$ cat src/logic/hpc_pkg.sv
// Shared constants of the host port control block: link register selects,
// control field positions, reset values and the host end's register map.
// Assumes both ends run on one clock and one reset.
package hpc_pkg;
    localparam int HALF_W = 16;
    // Link register selects
    localparam logic [1:0] SEL_CTRL = 2'h0;
    localparam logic [1:0] SEL_ADDR = 2'h1;
    localparam logic [1:0] SEL_DATA = 2'h2;
    // Control field positions inside one halfword
    localparam int FLD_ORDER = 0;
    localparam int FLD_H2C = 1;
    localparam int FLD_C2H = 2;
    localparam int FLD_RDY = 3;
    localparam int FLD_FETCH = 4;
    // Reset values of the control fields
    localparam logic RST_ORDER = 1'b0;
    localparam logic RST_H2C = 1'b0;
    localparam logic RST_C2H = 1'b0;
    localparam logic RST_RDY = 1'b1;
    // Bits a writer may set; every other position is sent as zero
    localparam logic [15:0] CTRL_WMASK = 16'h0017;
    // Host end register map (byte addresses)
    localparam logic [3:0] OFS_CMD = 4'h0;
    localparam logic [3:0] OFS_WDATA = 4'h4;
    localparam logic [3:0] OFS_STAT = 4'h8;
    localparam logic [3:0] OFS_RDATA = 4'hC;
    // Command register fields
    localparam int CMD_SEL_LSB = 0;
    localparam int CMD_WRITE = 2;
    localparam int CMD_HALF = 3;
    // Status register fields
    localparam int ST_BUSY = 0;
    localparam int ST_REFUSED = 1;
    localparam int ST_READY = 2;
    localparam int ST_IRQ = 3;
    localparam int ST_ORDER_SET = 4;
    // AXI responses
    localparam logic [1:0] RESP_OKAY = 2'h0;
    localparam logic [1:0] RESP_SLVERR = 2'h2;
    typedef enum logic [1:0] {
        HST_IDLE,
        HST_STROBE,
        HST_CAPTURE
    } hpc_hstate_type;
endpackage

$ cat src/logic/hpc_link_if.sv
// Parallel host port link between the host end and the device end.
// Both ends sit on the same clock; strobes are one-cycle pulses.
`timescale 1ns/1ps
`default_nettype none
interface hpc_link_if (
    input wire logic clk
);
    logic cs;
    logic we;
    logic re;
    logic [1:0] sel;
    logic half;
    logic [31:0] wdata;
    logic [31:0] rdata;
    logic rdy;
    logic irq_n;
    modport host (
        output cs, we, re, sel, half, wdata,
        input rdata, rdy, irq_n
    );
    modport dev (
        input cs, we, re, sel, half, wdata,
        output rdata, rdy, irq_n
    );
endinterface
`default_nettype wire

$ cat src/logic/hpc_host.sv
// Host end of the host port: an AXI4-Lite slave taking link commands from
// software and running one link access per command.
// Assumes the device answers a read one cycle after the strobe.
`timescale 1ns/1ps
`default_nettype none
module hpc_host (
    input wire logic clk,
    input wire logic rstn,
    hpc_link_if.host link,
    input wire logic [3:0] s_axi_awaddr,
    input wire logic s_axi_awvalid,
    output logic s_axi_awready,
    input wire logic [31:0] s_axi_wdata,
    input wire logic [3:0] s_axi_wstrb,
    input wire logic s_axi_wvalid,
    output logic s_axi_wready,
    output logic [1:0] s_axi_bresp,
    output logic s_axi_bvalid,
    input wire logic s_axi_bready,
    input wire logic [3:0] s_axi_araddr,
    input wire logic s_axi_arvalid,
    output logic s_axi_arready,
    output logic [31:0] s_axi_rdata,
    output logic [1:0] s_axi_rresp,
    output logic s_axi_rvalid,
    input wire logic s_axi_rready
);
    hpc_pkg::hpc_hstate_type state_ff;
    logic have_aw_ff, have_w_ff, awready_ff, wready_ff, bvalid_ff;
    logic arready_ff, rvalid_ff;
    logic [1:0] bresp_ff, rresp_ff;
    logic [3:0] awaddr_ff;
    logic [31:0] wbuf_ff, axi_rdata_ff, wreg_ff, cmd_ff, rdreg_ff;
    logic refused_ff, order_set_ff;
    logic cs_ff, we_ff, re_ff, half_ff;
    logic [1:0] sel_ff;
    logic [31:0] lwdata_ff;
    logic nxt_have_aw, nxt_have_w, nxt_bvalid, nxt_rvalid, wr_fire, launch;
    logic refuse;
    logic [1:0] csel;
    logic [31:0] stat;

    assign nxt_have_aw = (have_aw_ff || (s_axi_awvalid && awready_ff)) &&
        !wr_fire;
    assign nxt_have_w = (have_w_ff || (s_axi_wvalid && wready_ff)) && !wr_fire;
    assign wr_fire = have_aw_ff && have_w_ff && !bvalid_ff;
    assign nxt_bvalid = wr_fire || (bvalid_ff && !s_axi_bready);
    assign nxt_rvalid = (s_axi_arvalid && arready_ff) ||
        (rvalid_ff && !s_axi_rready);
    assign launch = wr_fire && (awaddr_ff == hpc_pkg::OFS_CMD);
    assign csel = wbuf_ff[hpc_pkg::CMD_SEL_LSB +: 2];
    // no data or address access before order is set
    // data access only while ready reads one
    assign refuse = (state_ff != hpc_pkg::HST_IDLE) ||
        (csel != hpc_pkg::SEL_CTRL && !order_set_ff) ||
        (csel == hpc_pkg::SEL_DATA && !link.rdy);
    assign stat = {27'h0000000, order_set_ff, !link.irq_n, link.rdy,
        refused_ff, state_ff != hpc_pkg::HST_IDLE};

    always_ff @(posedge clk or negedge rstn) begin
        if (!rstn) begin
            have_aw_ff <= 1'b0;
            have_w_ff <= 1'b0;
            awready_ff <= 1'b0;
            wready_ff <= 1'b0;
            bvalid_ff <= 1'b0;
            bresp_ff <= hpc_pkg::RESP_OKAY;
            awaddr_ff <= 4'h0;
            wbuf_ff <= 32'h0000_0000;
        end else begin
            have_aw_ff <= nxt_have_aw;
            have_w_ff <= nxt_have_w;
            awready_ff <= !nxt_have_aw && !nxt_bvalid;
            wready_ff <= !nxt_have_w && !nxt_bvalid;
            bvalid_ff <= nxt_bvalid;
            if (s_axi_awvalid && awready_ff) begin
                awaddr_ff <= s_axi_awaddr;
            end
            if (s_axi_wvalid && wready_ff) begin
                wbuf_ff <= s_axi_wdata;
            end
            if (wr_fire) begin
                bresp_ff <= (awaddr_ff == hpc_pkg::OFS_CMD ||
                    awaddr_ff == hpc_pkg::OFS_WDATA) ?
                    hpc_pkg::RESP_OKAY : hpc_pkg::RESP_SLVERR;
            end
        end
    end

    // Software registers; byte strobes are not honoured, whole words only
    always_ff @(posedge clk or negedge rstn) begin
        if (!rstn) begin
            wreg_ff <= 32'h0000_0000;
            cmd_ff <= 32'h0000_0000;
            refused_ff <= 1'b0;
        end else if (wr_fire) begin
            if (awaddr_ff == hpc_pkg::OFS_WDATA) begin
                wreg_ff <= wbuf_ff;
            end
            if (launch) begin
                // A refused launch must not disturb the access in flight
                if (!refuse) begin
                    cmd_ff <= wbuf_ff;
                end
                refused_ff <= refuse;
            end
        end
    end

    always_ff @(posedge clk or negedge rstn) begin
        if (!rstn) begin
            arready_ff <= 1'b0;
            rvalid_ff <= 1'b0;
            rresp_ff <= hpc_pkg::RESP_OKAY;
            axi_rdata_ff <= 32'h0000_0000;
        end else begin
            arready_ff <= !nxt_rvalid;
            rvalid_ff <= nxt_rvalid;
            if (s_axi_arvalid && arready_ff) begin
                rresp_ff <= hpc_pkg::RESP_OKAY;
                unique case (s_axi_araddr)
                    hpc_pkg::OFS_CMD: axi_rdata_ff <= cmd_ff;
                    hpc_pkg::OFS_WDATA: axi_rdata_ff <= wreg_ff;
                    hpc_pkg::OFS_STAT: axi_rdata_ff <= stat;
                    hpc_pkg::OFS_RDATA: axi_rdata_ff <= rdreg_ff;
                    default: begin
                        axi_rdata_ff <= 32'h0000_0000;
                        rresp_ff <= hpc_pkg::RESP_SLVERR;
                    end
                endcase
            end
        end
    end

    // each command is one step; software chains poll, fetch, address
    always_ff @(posedge clk or negedge rstn) begin
        if (!rstn) begin
            state_ff <= hpc_pkg::HST_IDLE;
            cs_ff <= 1'b0;
            we_ff <= 1'b0;
            re_ff <= 1'b0;
            sel_ff <= hpc_pkg::SEL_CTRL;
            half_ff <= 1'b0;
            lwdata_ff <= 32'h0000_0000;
            rdreg_ff <= 32'h0000_0000;
            order_set_ff <= 1'b0;
        end else begin
            unique case (state_ff)
                hpc_pkg::HST_IDLE: begin
                    if (launch && !refuse) begin
                        state_ff <= hpc_pkg::HST_STROBE;
                        cs_ff <= 1'b1;
                        we_ff <= wbuf_ff[hpc_pkg::CMD_WRITE];
                        re_ff <= !wbuf_ff[hpc_pkg::CMD_WRITE];
                        sel_ff <= csel;
                        half_ff <= wbuf_ff[hpc_pkg::CMD_HALF];
                        // reserved control bits go out as zero
                        lwdata_ff <= (csel == hpc_pkg::SEL_CTRL) ?
                            {wreg_ff[31:16] & hpc_pkg::CTRL_WMASK,
                             wreg_ff[15:0] & hpc_pkg::CTRL_WMASK} : wreg_ff;
                        if (csel == hpc_pkg::SEL_CTRL &&
                            wbuf_ff[hpc_pkg::CMD_WRITE]) begin
                            order_set_ff <= 1'b1;
                        end
                    end
                end
                hpc_pkg::HST_STROBE: begin
                    state_ff <= hpc_pkg::HST_CAPTURE;
                    cs_ff <= 1'b0;
                    we_ff <= 1'b0;
                    re_ff <= 1'b0;
                end
                hpc_pkg::HST_CAPTURE: begin
                    state_ff <= hpc_pkg::HST_IDLE;
                    if (!cmd_ff[hpc_pkg::CMD_WRITE]) begin
                        rdreg_ff <= link.rdata;
                    end
                end
            endcase
        end
    end

    assign link.cs = cs_ff;
    assign link.we = we_ff;
    assign link.re = re_ff;
    assign link.sel = sel_ff;
    assign link.half = half_ff;
    assign link.wdata = lwdata_ff;
    assign s_axi_awready = awready_ff;
    assign s_axi_wready = wready_ff;
    assign s_axi_bresp = bresp_ff;
    assign s_axi_bvalid = bvalid_ff;
    assign s_axi_arready = arready_ff;
    assign s_axi_rdata = axi_rdata_ff;
    assign s_axi_rresp = rresp_ff;
    assign s_axi_rvalid = rvalid_ff;
endmodule // hpc_host
`default_nettype wire

$ cat src/flat_wrapper.sv
// flat-port wrapper written by rule: the top's interface ports become plain ports
module hpc_host_flat 
  (clk, rstn, s_axi_awaddr, s_axi_awvalid, s_axi_awready, s_axi_wdata, s_axi_wstrb, s_axi_wvalid, s_axi_wready, s_axi_bresp, s_axi_bvalid, s_axi_bready, s_axi_araddr, s_axi_arvalid, s_axi_arready, s_axi_rdata, s_axi_rresp, s_axi_rvalid, s_axi_rready, link_cs, link_we, link_re, link_sel, link_half, link_wdata, link_rdata, link_rdy, link_irq_n);
  hpc_link_if link_i (.clk(clk));
  input wire logic clk;
  input wire logic rstn;
  input wire logic [3:0] s_axi_awaddr;
  input wire logic s_axi_awvalid;
  output logic s_axi_awready;
  input wire logic [31:0] s_axi_wdata;
  input wire logic [3:0] s_axi_wstrb;
  input wire logic s_axi_wvalid;
  output logic s_axi_wready;
  output logic [1:0] s_axi_bresp;
  output logic s_axi_bvalid;
  input wire logic s_axi_bready;
  input wire logic [3:0] s_axi_araddr;
  input wire logic s_axi_arvalid;
  output logic s_axi_arready;
  output logic [31:0] s_axi_rdata;
  output logic [1:0] s_axi_rresp;
  output logic s_axi_rvalid;
  input wire logic s_axi_rready;
  output wire logic [$bits(link_i.cs)-1:0] link_cs;
  output wire logic [$bits(link_i.we)-1:0] link_we;
  output wire logic [$bits(link_i.re)-1:0] link_re;
  output wire logic [$bits(link_i.sel)-1:0] link_sel;
  output wire logic [$bits(link_i.half)-1:0] link_half;
  output wire logic [$bits(link_i.wdata)-1:0] link_wdata;
  input wire logic [$bits(link_i.rdata)-1:0] link_rdata;
  input wire logic [$bits(link_i.rdy)-1:0] link_rdy;
  input wire logic [$bits(link_i.irq_n)-1:0] link_irq_n;
  assign link_cs = link_i.cs;
  assign link_we = link_i.we;
  assign link_re = link_i.re;
  assign link_sel = link_i.sel;
  assign link_half = link_i.half;
  assign link_wdata = link_i.wdata;
  assign link_i.rdata = link_rdata;
  assign link_i.rdy = link_rdy;
  assign link_i.irq_n = link_irq_n;
  hpc_host u_core (.clk(clk), .rstn(rstn), .link(link_i), .s_axi_awaddr(s_axi_awaddr), .s_axi_awvalid(s_axi_awvalid), .s_axi_awready(s_axi_awready), .s_axi_wdata(s_axi_wdata), .s_axi_wstrb(s_axi_wstrb), .s_axi_wvalid(s_axi_wvalid), .s_axi_wready(s_axi_wready), .s_axi_bresp(s_axi_bresp), .s_axi_bvalid(s_axi_bvalid), .s_axi_bready(s_axi_bready), .s_axi_araddr(s_axi_araddr), .s_axi_arvalid(s_axi_arvalid), .s_axi_arready(s_axi_arready), .s_axi_rdata(s_axi_rdata), .s_axi_rresp(s_axi_rresp), .s_axi_rvalid(s_axi_rvalid), .s_axi_rready(s_axi_rready));
endmodule
$ cat config.mk
export PLATFORM = sky130hd
export DESIGN_NAME = hpc_host_flat
export DESIGN_NICKNAME = d
export VERILOG_FILES = /design/src/logic/hpc_pkg.sv /design/src/logic/hpc_link_if.sv /design/src/logic/hpc_host.sv /design/src/flat_wrapper.sv
export SDC_FILE = /design/constraint.sdc
export NUM_CORES = 1
export LEC_CHECK = 0
export ABC_AREA = 0
export BUFFER_PORTS_ARGS = -buffer_cell sky130_fd_sc_hd__buf_2
export CORE_ASPECT_RATIO = 1.25
export CORE_MARGIN = 3
export CORE_UTILIZATION = 55
export DETAILED_ROUTE_END_ITERATION = 10
export GPL_ROUTABILITY_DRIVEN = 1
export PLACE_DENSITY_LB_ADDON = 0.12
export SKIP_LAST_GASP = 1
export SYNTH_ARGS = -nofsm -noshare
export SYNTH_HDL_FRONTEND = slang
export SYNTH_SLANG_ARGS = --single-unit
$ cat constraint.sdc
create_clock -name clk -period 2.9 [get_ports clk]
set_clock_uncertainty 0.2 [all_clocks]
set_input_delay 0.29 -clock clk [delete_from_list [all_inputs] [get_ports clk]]
set_output_delay 0.29 -clock clk [all_outputs]
set_load 0.02 [all_outputs]
# [After elaboration in Yosys (flattened, before gate mapping)]
# Index checks and enable logic that the tools add are counted.
[classes] eq_ne=8 n_reduce_logical=51 mux=12 n_bitwise=2
[ops] operator="32-bit one-hot mux with 4 select lines" n=1
[ops] operator="32-bit two-way mux" n=1
[ops] operator="1-bit logical AND" n=16
[ops] operator="1-bit logical NOT" n=13
[ops] operator="2-bit AND reduction" n=5
[ops] operator="4-bit by 3-bit == test with 1-bit output (second input constant)" n=2
[ops] operator="4-bit == test (second input constant)" n=2
[ops] operator="4-bit logical NOT" n=2
[ops] operator="1-bit logical OR" n=7
[ops] operator="2-bit two-way mux" n=3
[ops] operator="1-bit one-hot mux with 2 select lines" n=3
[ops] operator="2-bit one-hot mux with 3 select lines" n=1
[ops] operator="3-bit AND reduction" n=2
[ops] operator="2-bit nonzero test" n=3
[ops] operator="2-bit == test (second input constant)" n=2
[ops] operator="2-bit logical NOT" n=2
[ops] operator="4-bit OR reduction" n=1
[ops] operator="1-bit two-way mux" n=3
[ops] operator="2-bit by 1-bit == test with 1-bit output (second input constant)" n=1
[ops] operator="2-bit by 1-bit inequality test with 1-bit output (second input constant)" n=1
[ops] operator="1-bit inverter" n=2
[word_totals] wordCells=97 inputBits=85 regBits=217

# [Depth between registers and ports, before layout]
# Gate-level depths: netlist of the first run.
[depth] word_depth=8 ltp_mapped=9 ltp_nobuf=6

# [Worst setup path after synthesis of the first run]
# No wires, ideal clock.
[synth_path] kind="reg-to-reg" startpoint="reg u_core.wbuf_ff[1]" endpoint="reg u_core.cmd_ff[0]" setup_slack_ns=0.881 path_stages_with_launch=7 arrival_time_ns=1.694 required_time_ns=2.575 period_less_slack_ns=2.019 path_cell_list="dfrtp_1 or2_1 buf_2 a2111o_1 buf_6 buf_6 mux2_4"
[synth_via] elab_chain_cells=6 elab_cells_between_ends=8 cone_classes="eq/ne: 1; bitwise: 1; reduce/logical: 6"
[synth_rtl] item="from (decl)" line_no="hpc_host.sv:33" source="logic [31:0] wbuf_ff, axi_rdata_ff, wreg_ff, cmd_ff, rdreg_ff;"
[synth_rtl] item="from (signal assigned)" line_no="hpc_host.sv:80" source="wbuf_ff <= s_axi_wdata;"
[synth_rtl] item="2-bit nonzero test" line_no="hpc_host.sv:55" source="(csel != hpc_pkg::SEL_CTRL && !order_set_ff) ||"
[synth_rtl] item="1-bit logical AND" line_no="hpc_host.sv:55"
[synth_rtl] item="1-bit logical OR" line_no="hpc_host.sv:54" source="assign refuse = (state_ff != hpc_pkg::HST_IDLE) ||"
[synth_rtl] item="1-bit logical OR *" line_no="hpc_host.sv:55"
[synth_rtl] item="1-bit inverter (no source line) *"
[synth_rtl] item="3-bit AND reduction (no source line) *"
[synth_rtl] item="to (signal assigned)" line_no="hpc_host.sv:103" source="cmd_ff <= wbuf_ff;"
[synth_rtl] item="to (decl)" line_no="hpc_host.sv:33"
# Mark *: on every way between the ends. The rest lies on a longest branch, timed or not.
# A chain may end at the register's enable or synchronous reset.

# [Worst setup path after layout of the first run]
[layout_path] startpoint="reg u_core.state_ff[0]" endpoint="reg u_core.cmd_ff[12]"
[layout_via] elab_chain_cells=5
[layout_rtl] item="from (decl)" line_no="hpc_host.sv:28" source="hpc_pkg::hpc_hstate_type state_ff;"
[layout_rtl] item="from (signal assigned)" line_no="hpc_host.sv:138" source="state_ff <= hpc_pkg::HST_IDLE;"
[layout_rtl] item="from (signal assigned)" line_no="hpc_host.sv:151" source="state_ff <= hpc_pkg::HST_STROBE;"
[layout_rtl] item="from (signal assigned)" line_no="hpc_host.sv:168" source="state_ff <= hpc_pkg::HST_CAPTURE;"
[layout_rtl] item="2-bit nonzero test" line_no="hpc_host.sv:54"
[layout_rtl] item="1-bit logical OR" line_no="hpc_host.sv:54"
[layout_rtl] item="1-bit logical OR" line_no="hpc_host.sv:55"
[layout_rtl] item="1-bit inverter (no source line)"
[layout_rtl] item="3-bit AND reduction (no source line)"
# No other way between the ends.

==> flow_metrics.env, run 1 <==
export IMPL_status="finished, final reports clean"
export IMPL_fin_crit_sh=0.7858
export IMPL_slew_viol_final=0
export IMPL_synthCells=688
export IMPL_tritoncts="done"
export IMPL_hold_path_class="in2reg"
export IMPL_wl_um=20520
export IMPL_slew_limit_headroom=0.3567
export IMPL_critPathLaunchType="flop"
export IMPL_dp_cells=1030
export IMPL_finalSetupViolCount=0
export IMPL_regArea_mm2=0.005380
export IMPL_drive_gt1_frac=0.3782
export IMPL_die_w_um=120.1
export IMPL_hold_depth=3
export IMPL_seq_area_frac_synth=0.6016
export IMPL_ff2ff_path_depth=6
export IMPL_drtIter0Drc=313
export IMPL_power_density_mw_per_mm2=892.6
export IMPL_cp_arrival_ns=2.45
export IMPL_syn_avg_cell_area_um2=13.00
export IMPL_area_delta_synth_final_pct=27.28
export IMPL_grt_util_met1=0.3184
export IMPL_vias=6065
export IMPL_antenna_found_initial=0
export IMPL_tns_ns=0
export IMPL_clk_pin_slew_ns=0.06
export IMPL_grt_ovfl_total=0
export IMPL_worstMarginPinSlew_ns=0.9627
export IMPL_grt_pass1_wl_um=34100
export IMPL_place_congestion=0.7958
export IMPL_finalNonFillerCells=1140
export IMPL_ant_nets=0
export IMPL_final_util=0.7222
export IMPL_pin_count=164
export IMPL_synth_warnings=0
export IMPL_p_leak_nw=5.626
export IMPL_top_usage_layer="met2"
export IMPL_first_pass_iters=4
export IMPL_min_period_ns=2.279
export IMPL_synth_seq_cells=215
export IMPL_path_max_fanout=65
export IMPL_mostFrequentLayoutCell="dfrtp_1"
export IMPL_final_cell_mix="dfrtp_1 (215), buf_2 (156), mux2_2 (100)"
export IMPL_netlist_area_mm2=0.008944
export IMPL_nets=1004
export IMPL_htreeDepth=1
export IMPL_insertion_delay_ns=0.49
export IMPL_use_met3=0.03690
export IMPL_viasPerCell=5.320
export IMPL_vdd_ir_drop_max_mv=0.6576
export IMPL_rsz0062_at_grt="false"
export IMPL_grt_max_degree=71
export IMPL_route_detailed_drc=0
export IMPL_report_power_total_mw=10.16
export IMPL_core_area_mm2=0.01576
export IMPL_criticalPathCategory="reg2reg"
export IMPL_cts_resized=0
export IMPL_timing_reg2reg_setup_slack_ns=0.62
export IMPL_cts_root_buffer="clkbuf_16"
export IMPL_cts_inserted_buffers=22
export IMPL_die_h_um=148.6
export IMPL_start_util=0.5674
export IMPL_use_met2=0.4138
export IMPL_cp_required_ns=3.07
export IMPL_cts_num_sinks=215
export IMPL_grt_use_total=0.2381
export IMPL_grt_pass1_vias=6552
export IMPL_synth_cell_types=35
export IMPL_fmax_ghz=0.4388
export IMPL_max_cap_violations=0
export IMPL_detail_route_wl_per_cell_um=18.00
export IMPL_final_fill_count=1093
export IMPL_row_count=51
export IMPL_hold_viol=0
export IMPL_die_area_mm2=0.01784
export IMPL_end_kind="flop"
export IMPL_cts_buffer_depth=3
export IMPL_port_buffers=157
export IMPL_antenna_cells=0
export IMPL_multi_input_area_mm2=0.003323
export IMPL_hpwl_um=13090
timing repair:
item / 4_1_cts / 5_1_grt
endpoints found under the hold margin: 141 / 0
hold buffers: 74 / 0
endpoints found under the setup margin: 0 / 0
buffers inserted: 0 / 0
worst paths after layout:
check / from / to
setup reg to reg: u_core.state_ff[0] / u_core.cmd_ff[12]
min in group asynchronous: rstn / u_core.cmd_ff[24]
hold / removal: s_axi_araddr[0] / u_core.s_axi_rdata[1]
hold reg to reg: u_core.s_axi_rdata[17] / u_core.s_axi_rdata[17]
max in group asynchronous: rstn / u_core.rdreg_ff[2]
setup / recovery: u_core.state_ff[0] / u_core.cmd_ff[12]
report_power, final:
group / internal, mW / leakage, nW / total [mW] / switching, mW
Combinational: 1.44 / 2.60 / 2.73 / 1.29
Sequential: 4.07 / 2.70 / 4.78 / 0.709
Clock: 1.57 / 0.334 / 2.65 / 1.09
Total: 7.08 / 5.63 / 10.2 / 3.08
cell type report:
| type | instances | area share |
|---|---|---|
| Timing Repair Buffer | 246 | 0.1504 |
| Inverter | 7 | 0.002308 |
| Clock buffer | 34 | 0.05858 |
| Multi-Input combinational cell | 424 | 0.2919 |
| Sequential cell | 215 | 0.4726 |
| Tap cell | 212 | 0.02330 |
| Clock inverter | 2 | 0.0008793 |
state kept, by name, summed over array words and instances (netlist names), 2 cells and up:
name	count
u_core.link.wdata	32
u_core.cmd_ff	32
u_core.wbuf_ff	32
u_core.wreg_ff	32
u_core.rdreg_ff	32
u_core.s_axi_rdata	32
u_core.link.sel	2
u_core.awaddr_ff	4
u_core.state_ff	2
routing by layer:
metal,up-vias,wire [um]
met5,-,0
met4,0,309
met3,29,1085
met2,179,10330
met1,3027,8800
li1,2830,-
cell families after synthesis:
family,after synthesis,share of synthesized area
compound gates,107,0.06547
mux,180,0.2395
other cells,1,0.0004193
buf+inv,50,0.02910
simple gates,132,0.05974
fa+ha+maj,3,0.004197
flops,215,0.6016
Yosys cell counts:
cell | n | area share
ha_1 | 3 | 0.0042
nand2_1 | 82 | 0.034
clkbuf_1 | 20 | 0.0084
buf_1 | 9 | 0.0038
or2_1 | 1 | 0.00070
o21ai_0 | 39 | 0.022
nor2_1 | 34 | 0.014
o22ai_1 | 5 | 0.0035
nand2b_1 | 1 | 0.00070
mux2_2 | 100 | 0.13
and3b_1 | 1 | 0.00098
nor3_1 | 3 | 0.0017
nand3b_1 | 1 | 0.00084
a21oi_1 | 31 | 0.017
a2111o_1 | 1 | 0.0013
dfrtp_1 | 215 | 0.60
o31ai_1 | 1 | 0.00084
nand2_2 | 1 | 0.00070
nor2b_1 | 3 | 0.0021
inv_1 | 7 | 0.0029
buf_6 | 8 | 0.010
a31o_2 | 1 | 0.00098
buf_2 | 4 | 0.0022
o21a_1 | 3 | 0.0025
or3_1 | 2 | 0.0014
mux2i_1 | 37 | 0.041
and2_1 | 1 | 0.00070
mux2_4 | 43 | 0.072
o21ai_1 | 19 | 0.011
buf_4 | 2 | 0.0017
and3_1 | 1 | 0.00070
o211ai_1 | 2 | 0.0017
nand3_1 | 1 | 0.00056
conb_1 | 1 | 0.00042
a22o_1 | 5 | 0.0049
metrics by stage:
stage,area (um^2),hold WS [ns],setup WS [ns]
CTS,11380,0.003250,0.6290
global placement,9966,0.07592,0.6956
global route,11380,0.01947,0.5372
floorplan,8947,-0.2056,0.8811
finish,11380,0.02357,0.6211
detailed placement,9966,0.09078,0.6485
critical path, cell delays in order, from the launching register on:
cell	delay, ns
dfrtp_1	0.38
inv_1	0.11
ha_1	0.28
nand2b_1	0.10
a2111o_2	0.45
buf_12	0.23
mux2_4	0.35
(Power assumes the default switching activity.)
==> inputs of run 2 (changes only) <==
- ABC_AREA: 0 -> 1
- clock period: 2.9 -> 2.2 ns (I/O delays scaled with it)
==> flow_metrics.env, run 2 <==
export IMPL_cts_root_buffer="clkbuf_16"
export IMPL_synth_seq_cells=215
export IMPL_status="finished, violations left"
export IMPL_criticalPathCategory="reg2reg"
export IMPL_antenna_cells=0
export IMPL_worstMarginPinSlew_ns=0.6180
export IMPL_cp_num_buf_inv=3
export IMPL_synth_edf_count=0
export IMPL_p_leak_nw=5.901
export IMPL_drive_gt1_frac=0.2281
export IMPL_synth_compound_area_share=0.08263
export IMPL_grt_max_degree=76
export IMPL_crit_path_max_incr_delay_ns=0.56
export IMPL_grt_pass1_vias=7509
export IMPL_cts_inserted_buffers=22
export IMPL_die_area_mm2=0.01773
export IMPL_critPathLaunchType="flop"
export IMPL_start_util=0.5662
export IMPL_cts_buffer_depth=3
export IMPL_die_w_um=119.7
export IMPL_power_density_mw_per_mm2=1190
export IMPL_final_fill_count=1210
export IMPL_first_pass_iters=6
export IMPL_slew_viol_final=0
export IMPL_vias=7287
export IMPL_yosys_area_share_adder=0.004223
export IMPL_nets=1275
export IMPL_tritoncts="done"
export IMPL_grt_use_total=0.2558
export IMPL_final_cell_mix="nand2_1 (327), dfrtp_1 (215), buf_2 (156)"
export IMPL_grt_pass1_wl_um=36790
export IMPL_synth_warnings=0
export IMPL_hold_path_class="in2reg"
export IMPL_synth_xor_area_share=0
export IMPL_wl_um=21870
export IMPL_synth_cell_types=26
export IMPL_place_congestion=0.8394
export IMPL_area_delta_synth_final_pct=29.00
export IMPL_synthSimpleGateAreaFrac=0.2117
export IMPL_row_count=51
export IMPL_slew_limit_headroom=0.5880
export IMPL_synth_top_cell_area_share=0.6053
export IMPL_vdd_ir_drop_max_mv=0.9278
export IMPL_rsz0062_at_grt="false"
export IMPL_max_cap_violations=0
export IMPL_route_detailed_drc=0
export IMPL_port_buffers=157
export IMPL_end_kind="flop"
export IMPL_core_area_mm2=0.01570
export IMPL_viasPerCell=5.157
export IMPL_mostFrequentLayoutCell="nand2_1"
export IMPL_cp_arrival_ns=2.26
export IMPL_hold_viol=1
export IMPL_syn_avg_cell_area_um2=9.317
export IMPL_cp_top_family="buffers and inverters"
export IMPL_pin_count=164
export IMPL_cts_num_sinks=215
export IMPL_htreeDepth=1
export IMPL_fmax_ghz=0.4806
export IMPL_synth_top_cell_by_area="dfrtp_1"
export IMPL_finalNonFillerCells=1413
export IMPL_crit_path_top_delay_cell="dlygate4sd3_1"
export IMPL_clk_pin_slew_ns=0.06
export IMPL_grt_ovfl_total=0
export IMPL_cp_required_ns=2.38
export IMPL_synthArstFlopShare=1.000
export IMPL_min_period_ns=2.081
export IMPL_report_power_total_mw=13.65
export IMPL_path_max_fanout=6
export IMPL_ant_nets=0
export IMPL_synthFlopType="dfrtp_1"
export IMPL_synth_top_family_by_area="simple AND/OR/NAND/NOR gates"
export IMPL_die_h_um=148.1
export IMPL_finalWorstSetupSlack_ns=0.1194
export IMPL_synth_area_mux_share=0.04054
export IMPL_hold_slack_ns=-0.01910
export IMPL_synth_common_cells="nand2_1 (329), dfrtp_1 (215), nand3_1 (106)"
export IMPL_finalSetupViolCount=0
export IMPL_fin_crit_sh=0.9457
export IMPL_dp_cells=1296
export IMPL_insertion_delay_ns=0.49
export IMPL_tns_ns=0
export IMPL_drtIter0Drc=553
export IMPL_dp_worst_setup_slack_ns=0.1750
export IMPL_netlist_area_mm2=0.008889
export IMPL_detail_route_wl_per_cell_um=15.47
export IMPL_yosys_top_cells_area="dfrtp_1 (61%), nand2_1 (14%), nand3_1 (6.0%), o21ai_0 (5.0%), mux2_2 (4.1%)"
export IMPL_critical_path_cell_chain="nand2_2 > inv_2 > nand2_1 > dlygate4sd3_1 > nand2_1 > dlygate4sd3_1"
export IMPL_yosysMostFrequentCell="nand2_1"
export IMPL_violations="hold timing"
export IMPL_synthCells=954
export IMPL_antenna_found_initial=0
export IMPL_seq_area_frac_synth=0.6053
export IMPL_hpwl_um=13670
export IMPL_post_cts_setup_buffers=0
-- run 2: routing by layer --
metal,vias up,GRT usage,wire length [um],part of all wire
met3,42,0.04374,1109,0.051
met5,-,0,0,0
met1,3504,0.3279,9196,0.42
li1,3553,-,-,-
met4,0,0.07794,456,0.021
met2,188,0.4485,11100,0.51
-- run 2: path summary, 6_finish.rpt --
path	end	startpoint	slack, ns	cells past startpoint
max in group asynchronous	u_core.s_axi_bresp[1]	rstn	1.07	3
min reg2reg	u_core.s_axi_rdata[13]	u_core.s_axi_rdata[13]	0.27	2
max	u_core.awaddr_ff[3]	u_core.s_axi_awready	0.12	6
min in group asynchronous	u_core.s_axi_rdata[7]	rstn	0.06	2
max reg2reg	u_core.awaddr_ff[3]	u_core.s_axi_awready	0.12	6
min	u_core.have_aw_ff	s_axi_awvalid	-0.02	5
-- run 2: worst min-delay path, stage by stage --
cell	delay [ns]
buf_2	0.08
nand2_2	0.08
inv_2	0.10
o21ai_0	0.08
inv_1	0.07
-- run 2: through the flow --
stage	area (um^2)	utilization
CTS	11460	0.7303
global placement	9981	0.6358
global route	11470	0.7304
floorplan	8892	-
finish	11470	0.7304
detailed placement	9981	0.6358
-- run 2: power breakdown --
part / switching, mW / internal (mW)
logic: 2.26 / 1.54
registers: 0.834 / 5.46
clock network: 1.46 / 2.08
total: 4.56 / 9.09
-- run 2: layout make-up --
| class | instances | area [um^2] | share of cell area |
|---|---|---|---|
| flip-flops and latches | 215 | 5380 | 0.4692 |
| multi-input cells | 631 | 3054 | 0.2664 |
| repair buffers | 265 | 1879 | 0.1639 |
| clock buffers | 34 | 666.9 | 0.05816 |
| well taps | 212 | 265.3 | 0.02313 |
| inverters | 52 | 195.2 | 0.01702 |
| clock inverters | 4 | 25.02 | 0.002182 |
-- run 2: cells by family (layout without fill, tap and decap cells) --
family | Yosys count | in the layout
multiplexers | 32 | 32
other | 1 | 2
adder cells (fa/ha/maj) | 3 | 3
buffers and inverters | 109 | 355
AND/OR/NAND/NOR | 456 | 456
flip-flops | 215 | 215
AO/OA/AOI/OAI | 138 | 138
-- run 2: what timing repair did --
action / in CTS / in global routing
setup endpoints to repair: 0 / 2
endpoints found under the hold margin: 290 / 0
hold buffers: 79 / 0
gates resized for setup: 0 / 2
